[src/rtl/uim_regs.vh]
// register map, field positions, reset values and indices of the serial port block
// How it works
// - stop-character match raises the stop interrupt
// - special mode: second stop character raises it
// - fifo mode: receive interrupt at watermark fill
// - receive interrupt clears below watermark or software
// - single location: receive interrupt while data held
// - fifo mode: transmit interrupt below watermark fill
// - single location: transmit interrupt while location empty
// - transmit interrupt set by transition, not level
// - bottom location accepts data while holding busy
// - writing bottom clears; holding-only needs software clear
// - receive timeout when data waits past period
// - timeout clears on empty or software clear
// - receive errors raise error interrupts, clearable
// - error clear write wipes receive status flags
// - block decoded at fixed base address
// - timeout period resets to its default
// - fifo level select resets to its default
// - mask bits gate sources onto one output
`ifndef UIM_REGS_VH
`define UIM_REGS_VH
`define UIM_BASE_ADDR 32'h4030_0000
`define UIM_BLOCK_MASK 32'hffff_ff00
`define UIM_OFF_DATA 8'h00
`define UIM_OFF_RSR 8'h04
`define UIM_OFF_TIMEOUT 8'h0c
`define UIM_OFF_FLAGS 8'h18
`define UIM_OFF_RXLCR 8'h1c
`define UIM_OFF_BAUDI 8'h24
`define UIM_OFF_BAUDF 8'h28
`define UIM_OFF_TXLCR 8'h2c
`define UIM_OFF_CTRL 8'h30
`define UIM_OFF_LVL 8'h34
`define UIM_OFF_MASK 8'h38
`define UIM_OFF_RAW 8'h3c
`define UIM_OFF_MIS 8'h40
`define UIM_OFF_ICLR 8'h44
`define UIM_OFF_DMA 8'h48
`define UIM_OFF_XF 8'h50
`define UIM_OFF_RES1 8'h54
`define UIM_OFF_RES2 8'h58
`define UIM_OFF_STOP1 8'h5c
`define UIM_OFF_STOP2 8'h60
`define UIM_RST_TIMEOUT 32'h0000_01ff
`define UIM_RST_CTRL 32'h0004_0300
`define UIM_RST_LVL 32'h0000_0012
`define UIM_FLAGS_STATIC 32'h0000_1e00
`define UIM_IX_TIMEOUT 0
`define UIM_IX_RXLCR 1
`define UIM_IX_BAUDI 2
`define UIM_IX_BAUDF 3
`define UIM_IX_TXLCR 4
`define UIM_IX_CTRL 5
`define UIM_IX_LVL 6
`define UIM_IX_MASK 7
`define UIM_IX_DMA 8
`define UIM_IX_XF 9
`define UIM_IX_RES1 10
`define UIM_IX_RES2 11
`define UIM_IX_STOP1 12
`define UIM_IX_STOP2 13
`define UIM_CTL_UART_EN 0
`define UIM_CTL_TX_EN 8
`define UIM_CTL_RX_EN 9
`define UIM_LCR_FIFO_EN 4
`define UIM_XF_SW_EN 0
`define UIM_XF_SPECIAL_CHAR_DETECT_EN 1
`define UIM_XF_MODE_LO 2
`define UIM_LVL_TX_LO 0
`define UIM_LVL_RX_LO 3
`define UIM_IRQ_RX 4
`define UIM_IRQ_TX 5
`define UIM_IRQ_TO 6
`define UIM_IRQ_FE 7
`define UIM_IRQ_PE 8
`define UIM_IRQ_BE 9
`define UIM_IRQ_OE 10
`define UIM_IRQ_XOFF 11
`endif

[src/rtl/uim_top.v]
// serial port interrupt sources, register file and character path
`include "uim_regs.vh"
module uim_top #(
    parameter DEPTH = 16,
    parameter AW = 4,
    parameter TO_W = 32
) (
    // clock and reset
    input wire clk_sys_i,
    input wire reset_n_i,
    // register port
    input wire [31:0] addr_i,
    input wire [31:0] wdata_i,
    input wire wr_i,
    input wire rd_i,
    output wire [31:0] rdata_o,
    // receiver side
    input wire rx_valid_i,
    input wire [7:0] rx_char_i,
    input wire rx_frame_err_i,
    input wire rx_parity_err_i,
    input wire rx_break_i,
    input wire rx_start_bit_i,
    input wire rx_bit_tick_i,
    // transmitter side
    output wire tx_valid_o,
    output wire [7:0] tx_char_o,
    input wire tx_done_i,
    // interrupt
    output wire irq_o
);
    localparam NREG = 14;

    function [7:0] reg_off;
        input integer k;
        begin
            case (k)
                `UIM_IX_TIMEOUT: reg_off = `UIM_OFF_TIMEOUT;
                `UIM_IX_RXLCR: reg_off = `UIM_OFF_RXLCR;
                `UIM_IX_BAUDI: reg_off = `UIM_OFF_BAUDI;
                `UIM_IX_BAUDF: reg_off = `UIM_OFF_BAUDF;
                `UIM_IX_TXLCR: reg_off = `UIM_OFF_TXLCR;
                `UIM_IX_CTRL: reg_off = `UIM_OFF_CTRL;
                `UIM_IX_LVL: reg_off = `UIM_OFF_LVL;
                `UIM_IX_MASK: reg_off = `UIM_OFF_MASK;
                `UIM_IX_DMA: reg_off = `UIM_OFF_DMA;
                `UIM_IX_XF: reg_off = `UIM_OFF_XF;
                `UIM_IX_RES1: reg_off = `UIM_OFF_RES1;
                `UIM_IX_RES2: reg_off = `UIM_OFF_RES2;
                `UIM_IX_STOP1: reg_off = `UIM_OFF_STOP1;
                default: reg_off = `UIM_OFF_STOP2;
            endcase
        end
    endfunction

    function [31:0] reg_rst;
        input integer k;
        begin
            case (k)
                `UIM_IX_TIMEOUT: reg_rst = `UIM_RST_TIMEOUT;
                `UIM_IX_CTRL: reg_rst = `UIM_RST_CTRL;
                `UIM_IX_LVL: reg_rst = `UIM_RST_LVL;
                default: reg_rst = 32'h0000_0000;
            endcase
        end
    endfunction

    // watermark as a fraction of depth: 1/8, 1/4, 1/2, 3/4, 7/8
    function [AW:0] wmark;
        input [2:0] code;
        reg [31:0] t;
        begin
            case (code)
                3'h0: t = DEPTH / 8;
                3'h1: t = DEPTH / 4;
                3'h2: t = DEPTH / 2;
                3'h3: t = (3 * DEPTH) / 4;
                3'h4: t = (7 * DEPTH) / 8;
                default: t = DEPTH / 2;
            endcase
            wmark = t[AW:0];
        end
    endfunction

    // address decode
    wire in_block = (addr_i & `UIM_BLOCK_MASK) == `UIM_BASE_ADDR;
    wire aligned = addr_i[1:0] == 2'h0;
    wire [7:0] off = addr_i[7:0];
    wire wr_hit = wr_i & in_block & aligned;
    wire rd_hit = rd_i & in_block & aligned;
    wire wr_data = wr_hit & (off == `UIM_OFF_DATA);
    wire rd_data = rd_hit & (off == `UIM_OFF_DATA);
    wire wr_ecr = wr_hit & (off == `UIM_OFF_RSR);
    wire [11:0] iclr = (wr_hit && off == `UIM_OFF_ICLR) ? wdata_i[11:0] : 12'h000;

    // plain read/write registers
    wire [NREG*32-1:0] cfg_bus;
    genvar g;
    generate
        for (g = 0; g < NREG; g = g + 1) begin : cfg_e
            reg [31:0] val_reg;
            always @(posedge clk_sys_i or negedge reset_n_i) begin
                if (!reset_n_i) begin
                    val_reg <= reg_rst(g);
                end else if (wr_hit && off == reg_off(g)) begin
                    val_reg <= wdata_i;
                end
            end
            assign cfg_bus[g*32 +: 32] = val_reg;
        end
    endgenerate

    wire [31:0] timeout_val = cfg_bus[`UIM_IX_TIMEOUT*32 +: 32];
    wire [31:0] rx_lcr = cfg_bus[`UIM_IX_RXLCR*32 +: 32];
    wire [31:0] tx_lcr = cfg_bus[`UIM_IX_TXLCR*32 +: 32];
    wire [31:0] ctrl = cfg_bus[`UIM_IX_CTRL*32 +: 32];
    wire [31:0] lvl = cfg_bus[`UIM_IX_LVL*32 +: 32];
    wire [31:0] mask_val = cfg_bus[`UIM_IX_MASK*32 +: 32];
    wire [31:0] xf = cfg_bus[`UIM_IX_XF*32 +: 32];
    wire [31:0] stop1 = cfg_bus[`UIM_IX_STOP1*32 +: 32];
    wire [31:0] stop2 = cfg_bus[`UIM_IX_STOP2*32 +: 32];

    wire uart_en = ctrl[`UIM_CTL_UART_EN];
    wire rx_fifo_en = rx_lcr[`UIM_LCR_FIFO_EN];
    wire tx_fifo_en = tx_lcr[`UIM_LCR_FIFO_EN];
    wire [AW:0] rx_wm = wmark(lvl[`UIM_LVL_RX_LO +: 3]);
    wire [AW:0] tx_wm = wmark(lvl[`UIM_LVL_TX_LO +: 3]);

    // stop-character detection
    reg seq_reg;
    wire special_char_detect_en = xf[`UIM_XF_SPECIAL_CHAR_DETECT_EN];
    wire sw_en = xf[`UIM_XF_SW_EN] & ~special_char_detect_en;
    wire [1:0] rx_mode = xf[`UIM_XF_MODE_LO +: 2];
    wire rx_ok = rx_valid_i & uart_en & ctrl[`UIM_CTL_RX_EN];
    wire match1 = rx_char_i == stop1[7:0];
    wire match2 = rx_char_i == stop2[7:0];
    wire sw_hit = sw_en & (((rx_mode == 2'b01) & match1) |
                           ((rx_mode == 2'b10) & match2) |
                           ((rx_mode == 2'b11) & match2 & seq_reg));
    wire special_hit = special_char_detect_en & match2;
    wire stop_hit = rx_ok & (sw_hit | special_hit);
    // flow-control stop characters stay out of the fifo; special ones go in
    wire rx_keep = rx_ok & ~sw_hit;

    // receive fifo
    wire [10:0] rx_head;
    wire [AW:0] rx_fill;
    wire rx_full;
    wire rx_empty;
    wire rx_push = rx_keep & ~rx_full;
    wire overrun = rx_keep & rx_full;
    wire rx_pop = rd_data & ~rx_empty;

    uim_fifo #(
        .WIDTH(11),
        .DEPTH(DEPTH),
        .AW(AW)
    ) u_rx_fifo (
        .clk_sys_i(clk_sys_i),
        .reset_n_i(reset_n_i),
        .fifo_en_i(rx_fifo_en),
        .push_i(rx_push),
        .data_i({rx_break_i, rx_parity_err_i, rx_frame_err_i, rx_char_i}),
        .pop_i(rx_pop),
        .head_o(rx_head),
        .fill_o(rx_fill),
        .full_o(rx_full),
        .empty_o(rx_empty)
    );

    // transmit fifo and holding register
    wire [7:0] tx_head;
    wire [AW:0] tx_fill;
    wire tx_full;
    wire tx_empty;
    reg hold_full_reg;
    reg [7:0] tx_char_reg;
    wire tx_go = uart_en & ctrl[`UIM_CTL_TX_EN];
    wire tx_load = tx_go & ~tx_empty & (~hold_full_reg | tx_done_i);
    // writes to a full fifo are dropped; software checks the flags first
    wire tx_push = wr_data & ~tx_full;

    uim_fifo #(
        .WIDTH(8),
        .DEPTH(DEPTH),
        .AW(AW)
    ) u_tx_fifo (
        .clk_sys_i(clk_sys_i),
        .reset_n_i(reset_n_i),
        .fifo_en_i(tx_fifo_en),
        .push_i(tx_push),
        .data_i(wdata_i[7:0]),
        .pop_i(tx_load),
        .head_o(tx_head),
        .fill_o(tx_fill),
        .full_o(tx_full),
        .empty_o(tx_empty)
    );

    always @(posedge clk_sys_i or negedge reset_n_i) begin
        if (!reset_n_i) begin
            hold_full_reg <= 1'b0;
            tx_char_reg <= 8'h00;
            seq_reg <= 1'b0;
        end else begin
            if (tx_load) begin
                hold_full_reg <= 1'b1;
                tx_char_reg <= tx_head;
            end else if (tx_done_i) begin
                hold_full_reg <= 1'b0;
            end
            if (rx_ok) begin
                seq_reg <= match1;
            end
        end
    end
    assign tx_valid_o = hold_full_reg;
    assign tx_char_o = tx_char_reg;

    // receive idle timer
    wire to_expire;
    uim_timeout #(
        .CW(TO_W)
    ) u_timeout (
        .clk_sys_i(clk_sys_i),
        .reset_n_i(reset_n_i),
        .run_i(~rx_empty),
        .restart_i(rx_valid_i | rx_start_bit_i),
        .tick_i(rx_bit_tick_i),
        .period_i(timeout_val[TO_W-1:0]),
        .expire_o(to_expire)
    );

    // interrupt sources; a set in the clearing cycle wins
    reg rx_irq_reg;
    reg tx_irq_reg;
    reg to_irq_reg;
    reg fe_irq_reg;
    reg pe_irq_reg;
    reg be_irq_reg;
    reg oe_irq_reg;
    reg xoff_irq_reg;
    reg rx_cond_q_reg;
    reg tx_cond_q_reg;
    reg rx_irq_next;
    reg tx_irq_next;
    reg to_irq_next;
    reg fe_irq_next;
    reg pe_irq_next;
    reg be_irq_next;
    reg oe_irq_next;
    reg xoff_irq_next;
    reg [3:0] rsr_reg;
    reg [3:0] rsr_next;

    wire rx_cond = rx_fifo_en ? (rx_fill >= rx_wm) : ~rx_empty;
    wire tx_cond = tx_fifo_en ? (tx_fill < tx_wm) : tx_empty;
    wire tx_drop = tx_fifo_en ? (tx_fill > tx_wm) : ~tx_empty;
    wire rx_set = rx_cond & ~rx_cond_q_reg;
    wire tx_set = tx_cond & ~tx_cond_q_reg;
    wire err_ok = rx_keep;

    always @* begin
        rx_irq_next = rx_set | (rx_irq_reg & rx_cond & ~iclr[`UIM_IRQ_RX]);
        tx_irq_next = tx_set | (tx_irq_reg & ~tx_drop & ~iclr[`UIM_IRQ_TX]);
        to_irq_next = to_expire | (to_irq_reg & ~rx_empty & ~iclr[`UIM_IRQ_TO]);
        fe_irq_next = (err_ok & rx_frame_err_i) | (fe_irq_reg & ~iclr[`UIM_IRQ_FE]);
        pe_irq_next = (err_ok & rx_parity_err_i) | (pe_irq_reg & ~iclr[`UIM_IRQ_PE]);
        be_irq_next = (err_ok & rx_break_i) | (be_irq_reg & ~iclr[`UIM_IRQ_BE]);
        oe_irq_next = overrun | (oe_irq_reg & ~iclr[`UIM_IRQ_OE]);
        xoff_irq_next = stop_hit | (xoff_irq_reg & ~iclr[`UIM_IRQ_XOFF]);
        rsr_next = rsr_reg;
        if (wr_ecr) begin
            rsr_next = 4'h0;
        end else if (rx_pop) begin
            rsr_next[2:0] = rx_head[10:8];
        end
        if (overrun) begin
            rsr_next[3] = 1'b1;
        end
    end

    always @(posedge clk_sys_i or negedge reset_n_i) begin
        if (!reset_n_i) begin
            rx_irq_reg <= 1'b0;
            tx_irq_reg <= 1'b0;
            to_irq_reg <= 1'b0;
            fe_irq_reg <= 1'b0;
            pe_irq_reg <= 1'b0;
            be_irq_reg <= 1'b0;
            oe_irq_reg <= 1'b0;
            xoff_irq_reg <= 1'b0;
            rx_cond_q_reg <= 1'b0;
            // empty after reset counts as already seen, so no spurious edge
            tx_cond_q_reg <= 1'b1;
            rsr_reg <= 4'h0;
        end else begin
            rx_irq_reg <= rx_irq_next;
            tx_irq_reg <= tx_irq_next;
            to_irq_reg <= to_irq_next;
            fe_irq_reg <= fe_irq_next;
            pe_irq_reg <= pe_irq_next;
            be_irq_reg <= be_irq_next;
            oe_irq_reg <= oe_irq_next;
            xoff_irq_reg <= xoff_irq_next;
            rx_cond_q_reg <= rx_cond;
            tx_cond_q_reg <= tx_cond;
            rsr_reg <= rsr_next;
        end
    end

    wire [11:0] raw = {xoff_irq_reg, oe_irq_reg, be_irq_reg, pe_irq_reg, fe_irq_reg,
                       to_irq_reg, tx_irq_reg, rx_irq_reg, 4'h0};
    wire [11:0] masked = raw & mask_val[11:0];
    assign irq_o = |masked;

    wire busy = hold_full_reg | ~tx_empty;
    wire [7:0] flag_bits = {tx_empty, rx_full, tx_full, rx_empty, busy, 3'h0};
    wire [31:0] flags = `UIM_FLAGS_STATIC | {24'h000000, flag_bits};

    // read mux, registered so data stand in the cycle after the strobe
    reg [31:0] rd_mux;
    reg [31:0] rdata_reg;
    integer k;
    always @* begin
        rd_mux = 32'h0000_0000;
        for (k = 0; k < NREG; k = k + 1) begin
            if (off == reg_off(k)) begin
                rd_mux = cfg_bus[k*32 +: 32];
            end
        end
        case (off)
            `UIM_OFF_DATA: rd_mux = rx_empty ? 32'h0000_0000 :
                                    {20'h00000, rsr_reg[3], rx_head};
            `UIM_OFF_RSR: rd_mux = {28'h0000000, rsr_reg};
            `UIM_OFF_FLAGS: rd_mux = flags;
            `UIM_OFF_RAW: rd_mux = {20'h00000, raw};
            `UIM_OFF_MIS: rd_mux = {20'h00000, masked};
            default: rd_mux = rd_mux;
        endcase
    end

    always @(posedge clk_sys_i or negedge reset_n_i) begin
        if (!reset_n_i) begin
            rdata_reg <= 32'h0000_0000;
        end else begin
            rdata_reg <= rd_hit ? rd_mux : 32'h0000_0000;
        end
    end
    assign rdata_o = rdata_reg;
endmodule

[src/rtl/uim_fifo.v]
// character fifo in flip-flops, one location deep when disabled
module uim_fifo #(
    parameter WIDTH = 11,
    parameter DEPTH = 16,
    parameter AW = 4
) (
    // clock and reset
    input wire clk_sys_i,
    input wire reset_n_i,
    // control
    input wire fifo_en_i,
    input wire push_i,
    input wire [WIDTH-1:0] data_i,
    input wire pop_i,
    // state
    output wire [WIDTH-1:0] head_o,
    output wire [AW:0] fill_o,
    output wire full_o,
    output wire empty_o
);
    // pointers wrap naturally, so depth must be a power of two
    localparam [AW:0] DEPTH_W = DEPTH;
    localparam [AW:0] ONE_W = 1;
    reg [WIDTH-1:0] mem [0:DEPTH-1];
    reg [AW-1:0] wr_ptr_reg;
    reg [AW-1:0] rd_ptr_reg;
    reg [AW:0] fill_reg;
    wire do_push = push_i & ~full_o;
    wire do_pop = pop_i & ~empty_o;
    assign full_o = fifo_en_i ? (fill_reg >= DEPTH_W) : (fill_reg >= ONE_W);
    assign empty_o = fill_reg == {(AW+1){1'b0}};
    assign fill_o = fill_reg;
    assign head_o = mem[rd_ptr_reg];
    always @(posedge clk_sys_i) begin
        if (do_push) begin
            mem[wr_ptr_reg] <= data_i;
        end
    end
    always @(posedge clk_sys_i or negedge reset_n_i) begin
        if (!reset_n_i) begin
            wr_ptr_reg <= {AW{1'b0}};
            rd_ptr_reg <= {AW{1'b0}};
            fill_reg <= {(AW+1){1'b0}};
        end else begin
            if (do_push) begin
                wr_ptr_reg <= wr_ptr_reg + 1'b1;
            end
            if (do_pop) begin
                rd_ptr_reg <= rd_ptr_reg + 1'b1;
            end
            if (do_push && !do_pop) begin
                fill_reg <= fill_reg + ONE_W;
            end else if (do_pop && !do_push) begin
                fill_reg <= fill_reg - ONE_W;
            end
        end
    end
endmodule

[src/rtl/uim_timeout.v]
// receive idle timer, one expiry pulse per idle stretch
module uim_timeout #(
    parameter CW = 32
) (
    // clock and reset
    input wire clk_sys_i,
    input wire reset_n_i,
    // control
    input wire run_i,
    input wire restart_i,
    input wire tick_i,
    input wire [CW-1:0] period_i,
    // result
    output wire expire_o
);
    reg [CW-1:0] count_reg;
    reg fired_reg;
    reg expire_reg;
    wire [CW-1:0] count_next = count_reg + 1'b1;
    assign expire_o = expire_reg;
    // a zero period never expires, so software can park the timer
    always @(posedge clk_sys_i or negedge reset_n_i) begin
        if (!reset_n_i) begin
            count_reg <= {CW{1'b0}};
            fired_reg <= 1'b0;
            expire_reg <= 1'b0;
        end else begin
            expire_reg <= 1'b0;
            if (!run_i || restart_i) begin
                count_reg <= {CW{1'b0}};
                fired_reg <= 1'b0;
            end else if (tick_i && !fired_reg && period_i != {CW{1'b0}}) begin
                count_reg <= count_next;
                if (count_next == period_i) begin
                    expire_reg <= 1'b1;
                    fired_reg <= 1'b1;
                end
            end
        end
    end
endmodule

[config.mk]
export PLATFORM = sky130hd
export DESIGN_NAME = uim_top
export DESIGN_NICKNAME = d
export VERILOG_FILES = /design/src/rtl/uim_top.v /design/src/rtl/uim_fifo.v /design/src/rtl/uim_timeout.v
export VERILOG_INCLUDE_DIRS = /design/src /design/src/rtl
export SDC_FILE = /design/constraint.sdc
export NUM_CORES = 1
export LEC_CHECK = 0
export BUFFER_PORTS_ARGS = -buffer_cell sky130_fd_sc_hd__buf_2
export CORE_UTILIZATION = 55
export DETAILED_ROUTE_END_ITERATION = 10
export HOLD_SLACK_MARGIN = 0.05
export PLACE_DENSITY = 0.8
export SLEW_MARGIN = 20
export SYNTH_ARGS = -nofsm -noshare
export SYNTH_HDL_FRONTEND = slang
export SYNTH_SLANG_ARGS = --single-unit
[constraint.sdc]
create_clock -name clk_sys_i -period 8.1 [get_ports clk_sys_i]
set_input_delay 1.215 -clock clk_sys_i [delete_from_list [all_inputs] [get_ports clk_sys_i]]
set_output_delay 1.215 -clock clk_sys_i [all_outputs]
set_load 0.05 [all_outputs]
Word level (Yosys, flattened, before mapping)
Memory sizes are Yosys's and may differ from the RTL's. A register that Yosys moved wholly into a read port is not among the register bits.
Cells that the tools add are included.
{"block": "word_totals", "register_bits": 556, "output_inout_bits": 42, "mem_count": 2, "ram_bits": 304}
{"name": "u_rx_fifo.mem", "words": 16, "word_bits": 11, "rd": 1, "rd_ports_with_merged_regs": 0, "wr": 1, "line_no": "uim_fifo.v:24", "rtl": "reg [WIDTH-1:0] mem [0:DEPTH-1];"}
{"name": "u_tx_fifo.mem", "words": 16, "word_bits": 8, "rd": 1, "rd_ports_with_merged_regs": 1, "wr": 1, "line_no": "uim_fifo.v:24"}
{"block": "classes", "magnitude_cmp": 7, "mux": 47, "addsub": 9, "eq_ne": 32, "n_reduce_logical": 44, "bitwise": 78}
{"cell": "$mux 32", "count": 17}
{"cell": "$pmux 32 s5", "count": 1}
{"cell": "$eq 8x7->1 const B", "count": 8}
{"cell": "$eq 8x6->1 const B", "count": 7}
{"cell": "$and 1x1->1", "count": 45}
{"cell": "$add 32x1->32 const B", "count": 1}
{"cell": "$eq 32x32->1", "count": 1}
{"cell": "$pmux 4 s4", "count": 2}
{"cell": "$reduce_bool 32->1", "count": 1}
{"cell": "$eq 24x23->1 const B", "count": 1}
{"cell": "$mux 12", "count": 2}
{"cell": "$logic_and 1x1->1", "count": 21}
{"cell": "$mux 5", "count": 4}
{"cell": "$mux 1", "count": 19}
{"cell": "$not 1->1", "count": 18}
{"cell": "$add 4x1->4 const B", "count": 4}
{"cell": "$eq 8x5->1 const B", "count": 2}
{"cell": "$eq 8x8->1", "count": 2}
{"cell": "$or 1x1->1", "count": 14}
{"cell": "$reduce_bool 2->1", "count": 7}
{"cell": "$and 12x12->12", "count": 1}
{"cell": "$reduce_or 12->1", "count": 1}
{"cell": "$add 5x1->5 const B", "count": 2}
{"cell": "$ge 5x1->1 const B", "count": 2}
{"cell": "20 further kinds", "count": 34}

Longest topological paths before layout
{"block": "logic_depth", "depth_word": 17, "depth_mapped": 11, "mapped_depth_nobuf": 11}

Modules after synthesis
From an unflattened synthesis, not the netlist that was laid out.
{"block": "hier_totals", "hier_cells": 2898, "hier_area_um2": 39781.9}
{"module": "uim_top", "cells_per_inst": 1894, "seq_area_each_um2": 12630.9, "area_each_um2": 23527.6, "instances": 1}
{"module": "uim_fifo (u_rx_fifo)", "cells_per_inst": 364, "seq_area_each_um2": 5610.4, "area_each_um2": 7526.0, "instances": 1}
{"module": "uim_fifo (u_tx_fifo)", "cells_per_inst": 297, "seq_area_each_um2": 4169.0, "area_each_um2": 5793.1, "instances": 1}
{"module": "uim_timeout", "cells_per_inst": 343, "seq_area_each_um2": 850.8, "area_each_um2": 2935.3, "instances": 1}

Least setup slack after synthesis
Ideal clock, no wire load.
{"block": "synth_timing", "path_type": "input -> register", "from": "input addr_i[1]", "to": "memory u_tx_fifo.mem[6][0] (netlist: u_tx_fifo.mem[3][0]), enable pin", "setup_slack_ns": 4.317, "stages": 9, "setup_time_ns": 0.383, "arrival_time_ns": 3.400, "n_path_buf": 2, "path_cell_list": "buf_2 -> nor2_1 -> nand4_1 -> nor2_1 -> nand2_1 -> buf_1 -> nor2_1 -> nand2_1 -> nor3_1"}
{"block": "synth_via", "elab_chain_len": 7, "word_cells_on_any_way": 8, "classes_between": "mux (2); bitwise (4); reduce/logical (2)"}
{"item": "from (decl)", "line_no": "uim_top.v:12", "rtl": "input wire [31:0] addr_i,"}
{"item": "$logic_not 2->1", "line_no": "uim_top.v:87", "rtl": "wire aligned = addr_i[1:0] == 2'h0;"}
{"item": "$and 1x1->1", "line_no": "uim_top.v:89", "rtl": "wire wr_hit = wr_i & in_block & aligned;"}
{"item": "$and 1x1->1 *", "line_no": "uim_top.v:91", "rtl": "wire wr_data = wr_hit & (off == `UIM_OFF_DATA);"}
{"item": "$and 1x1->1 *", "line_no": "uim_top.v:181", "rtl": "wire tx_push = wr_data & ~tx_full;"}
{"item": "$and 1x1->1 *", "line_no": "uim_fifo.v:28", "rtl": "wire do_push = push_i & ~full_o;"}
{"item": "named net u_tx_fifo.do_push", "line_no": "uim_fifo.v:28"}
{"item": "$mux 1 *", "line_no": "uim_fifo.v:35", "rtl": "if (do_push) begin"}
{"item": "$mux 1 (not written as such) *", "line_no": "uim_fifo.v:36", "rtl": "mem[wr_ptr_reg] <= data_i;"}
{"item": "to (decl)", "line_no": "uim_fifo.v:24"}
The timed path passes the listed nets; every way through them passes the cells marked *.

Worst setup path after layout
{"block": "layout_timing", "from": "input addr_i[1]", "to": "memory u_tx_fifo.mem[4][2] (netlist: u_tx_fifo.mem[2][2]), enable pin"}
The elaborated chain is that of the path after synthesis.

==> flow_summary.ini <==
[synth]
yosysTopAreaCell = dfrtp_1
postSynthAreaPerCell_um2 = 13.8
yosysUniqueCellTypes = 93
async_flop_share_pct = 65.0
synthCells = 2834
synth-edff-count = 304
yosysTopAreaCellShare_pct = 35.2
ys_ff_latch = 868
yosysSeqAreaShare_pct = 59.5
synth_common_cells = dfrtp_1 (549), mux2_2 (452), edfxtp_1 (304)
syn-cell-area_um2 = 39100
synth_nets = 2943
synth_ff_type = dfrtp_1
yosysMostFrequentCell = dfrtp_1
synth_warnings = 0
synthTopCellsByArea = dfrtp_1 (35%), edfxtp_1 (23%), mux2_2 (13%)

[setup_path]
end_kind = flip-flop
required_ns = 8.36
crit_arrival_ns = 4.96
setup.worst_path.class = in -> reg
critPathLaunchType = input port
cp_max_fo = 14
rr_worst_depth = 10

[clocking]
clk_pin_slew_ns = 0.07
cts_buffer_depth = 3
cts_sinks = 868
cts_root_buffer = clkbuf_16
hold_buffers = 0
cts-htree-levels = 3
cts_buffers = 87
cts_tree = done
cts_resized = 0
worstSkewPairLatency_ns = 0.67
cts_setup_buffers = 0

[route]
first_iter_violations = 3425
drc_errors = 0
ant_nets = 0
viasPerCell = 6.73
drt_pass1_iterations = 8
wirelength_um = 110000
vias = 26400
post_drt_wl_per_cell_um = 28.2

[cells_and_area]
largest_reg_flops = 448
final_cell_area_um2 = 43700
drive_above_1_share_pct = 30.4
area_delta_synth_final_pct = 11.7
nets = 3004
fin_util_pct = 62.2
stdcell_count = 3916

[sta]
setup_viol = 0
relSlewSlack_pct = 25.8
fin_skew_ns = 0.0487
final_hold_viol_count = 0
worst_hold_slack_ns = 0.427
tightest_slew_ns = 1.11
finalCritPeriodShare_pct = 58.0
fmax_mhz = 213
min_period_ns = 4.70
slew_violations = 0
grt_setup_unrepaired = false
tns_ns = 0

[placed_design]
hpwl_um = 70900
placedCellCount = 3739
place.port_buffers = 124
gp_congestion = 0.954
place_area_um2 = 40500

[run_status]
outcome = finished clean

[worst_hold_path]
hold_class = in -> async

[power]
power.leakage_nw = 18.2
power_density_nw_per_um2 = 205
ir_worst_vdd_mv = 0.196

[die]
dieArea_um2 = 72100
start_util_pct = 55.7
die_w_um = 269
coreArea_um2 = 70100
placement_rows = 97
ios = 125
die_h_um = 269

[grt]
grt_pass1_wl_um = 166000
track_usage_pct = 30.8
grt_max_degree = 139
antenna_found_initial = 9
gr-total-overflow = 0
grt_pass1_vias = 26600

[job]
maxCapViolations = 0
-- worst paths after layout --
path / startpoint / end / slack [ns]
setup / recovery: addr_i[1] / u_tx_fifo.mem[2][2] / 3.40
hold / removal: reset_n_i / u_timeout.count_reg[21] / 0.43
setup reg to reg: cfg_e[13].val_reg[3] / u_rx_fifo.fill_o[3] / 4.72
hold reg to reg: rx_cond_q_reg / rx_irq_reg / 0.44
max in group asynchronous: reset_n_i / rdata_o[14] / 5.90
min in group clk_sys_i: rx_cond_q_reg / rx_irq_reg / 0.44
-- layout make-up --
type / instances / area (um2)
fillers: 5088 / 26500
flip-flops and latches: 868 / 23300
multi-input cells: 1729 / 14900
clock buffers: 126 / 2420
repair buffers: 175 / 1240
well taps: 940 / 1180
clock inverters: 36 / 542
inverters: 34 / 128
diodes: 8 / 20.0
-- power by group --
part           internal (mW)  switching, mW
clock network           2.43           1.75
registers               4.55       0.000816
logic                 0.0429          0.192
total                   7.02           1.94
-- per-stage QoR --
stage | power [mW] | worst slack, ns
6_report | 8.96 | 3.40
3_5_place_dp | 4.86 | 2.39
2_1_floorplan | 4.70 | 4.32
5_1_grt | 9.15 | 3.11
4_1_cts | 8.97 | 3.02
3_3_place_gp | 4.85 | 2.62
-- kinds of logic after synthesis --
| family | share of synthesized area [%] |
|---|---|
| flops | 59.5 |
| mux | 18.9 |
| simple gates | 7.36 |
| compound gates | 8.38 |
| buf+inv | 2.80 |
| xor+xnor | 2.24 |
| fa+ha+maj | 0.833 |
-- layout by cell type (no fill, tap or decap), types with 26 or more instances in the layout --
cell type,n
clkbuf_16,88
clkbuf_1,30
mux2_2,452
xnor2_1,58
mux4_2,81
nor2_1,144
edfxtp_1,304
buf_2,123
o22ai_1,31
mux2i_1,42
xor2_1,42
ha_1,26
nand3_1,44
a21oi_1,78
a221oi_1,50
o21ai_0,74
nor3_1,37
nand2_1,139
inv_1,33
a22oi_1,44
dfrtp_1,547
buf_4,36
-- routing by layer --
layer	up-vias	wire (um)	GRT usage [%]
met5	-	52	0
met4	6	5170	14.8
met3	337	11700	6.24
li1	10900	-	-
met2	1699	50400	46.7
met1	13400	43000	42.8
-- critical path: stages --
cell and delay, ns:
buf_2 0.18, nor2_2 0.64, nand4_1 0.16, nor2_1 0.72, nand2_1 0.11, buf_4 0.29, nor2_1 0.52, nand2_1 0.27
nor3_1 0.84
Note: power is estimated with default switching activity, not from simulation.
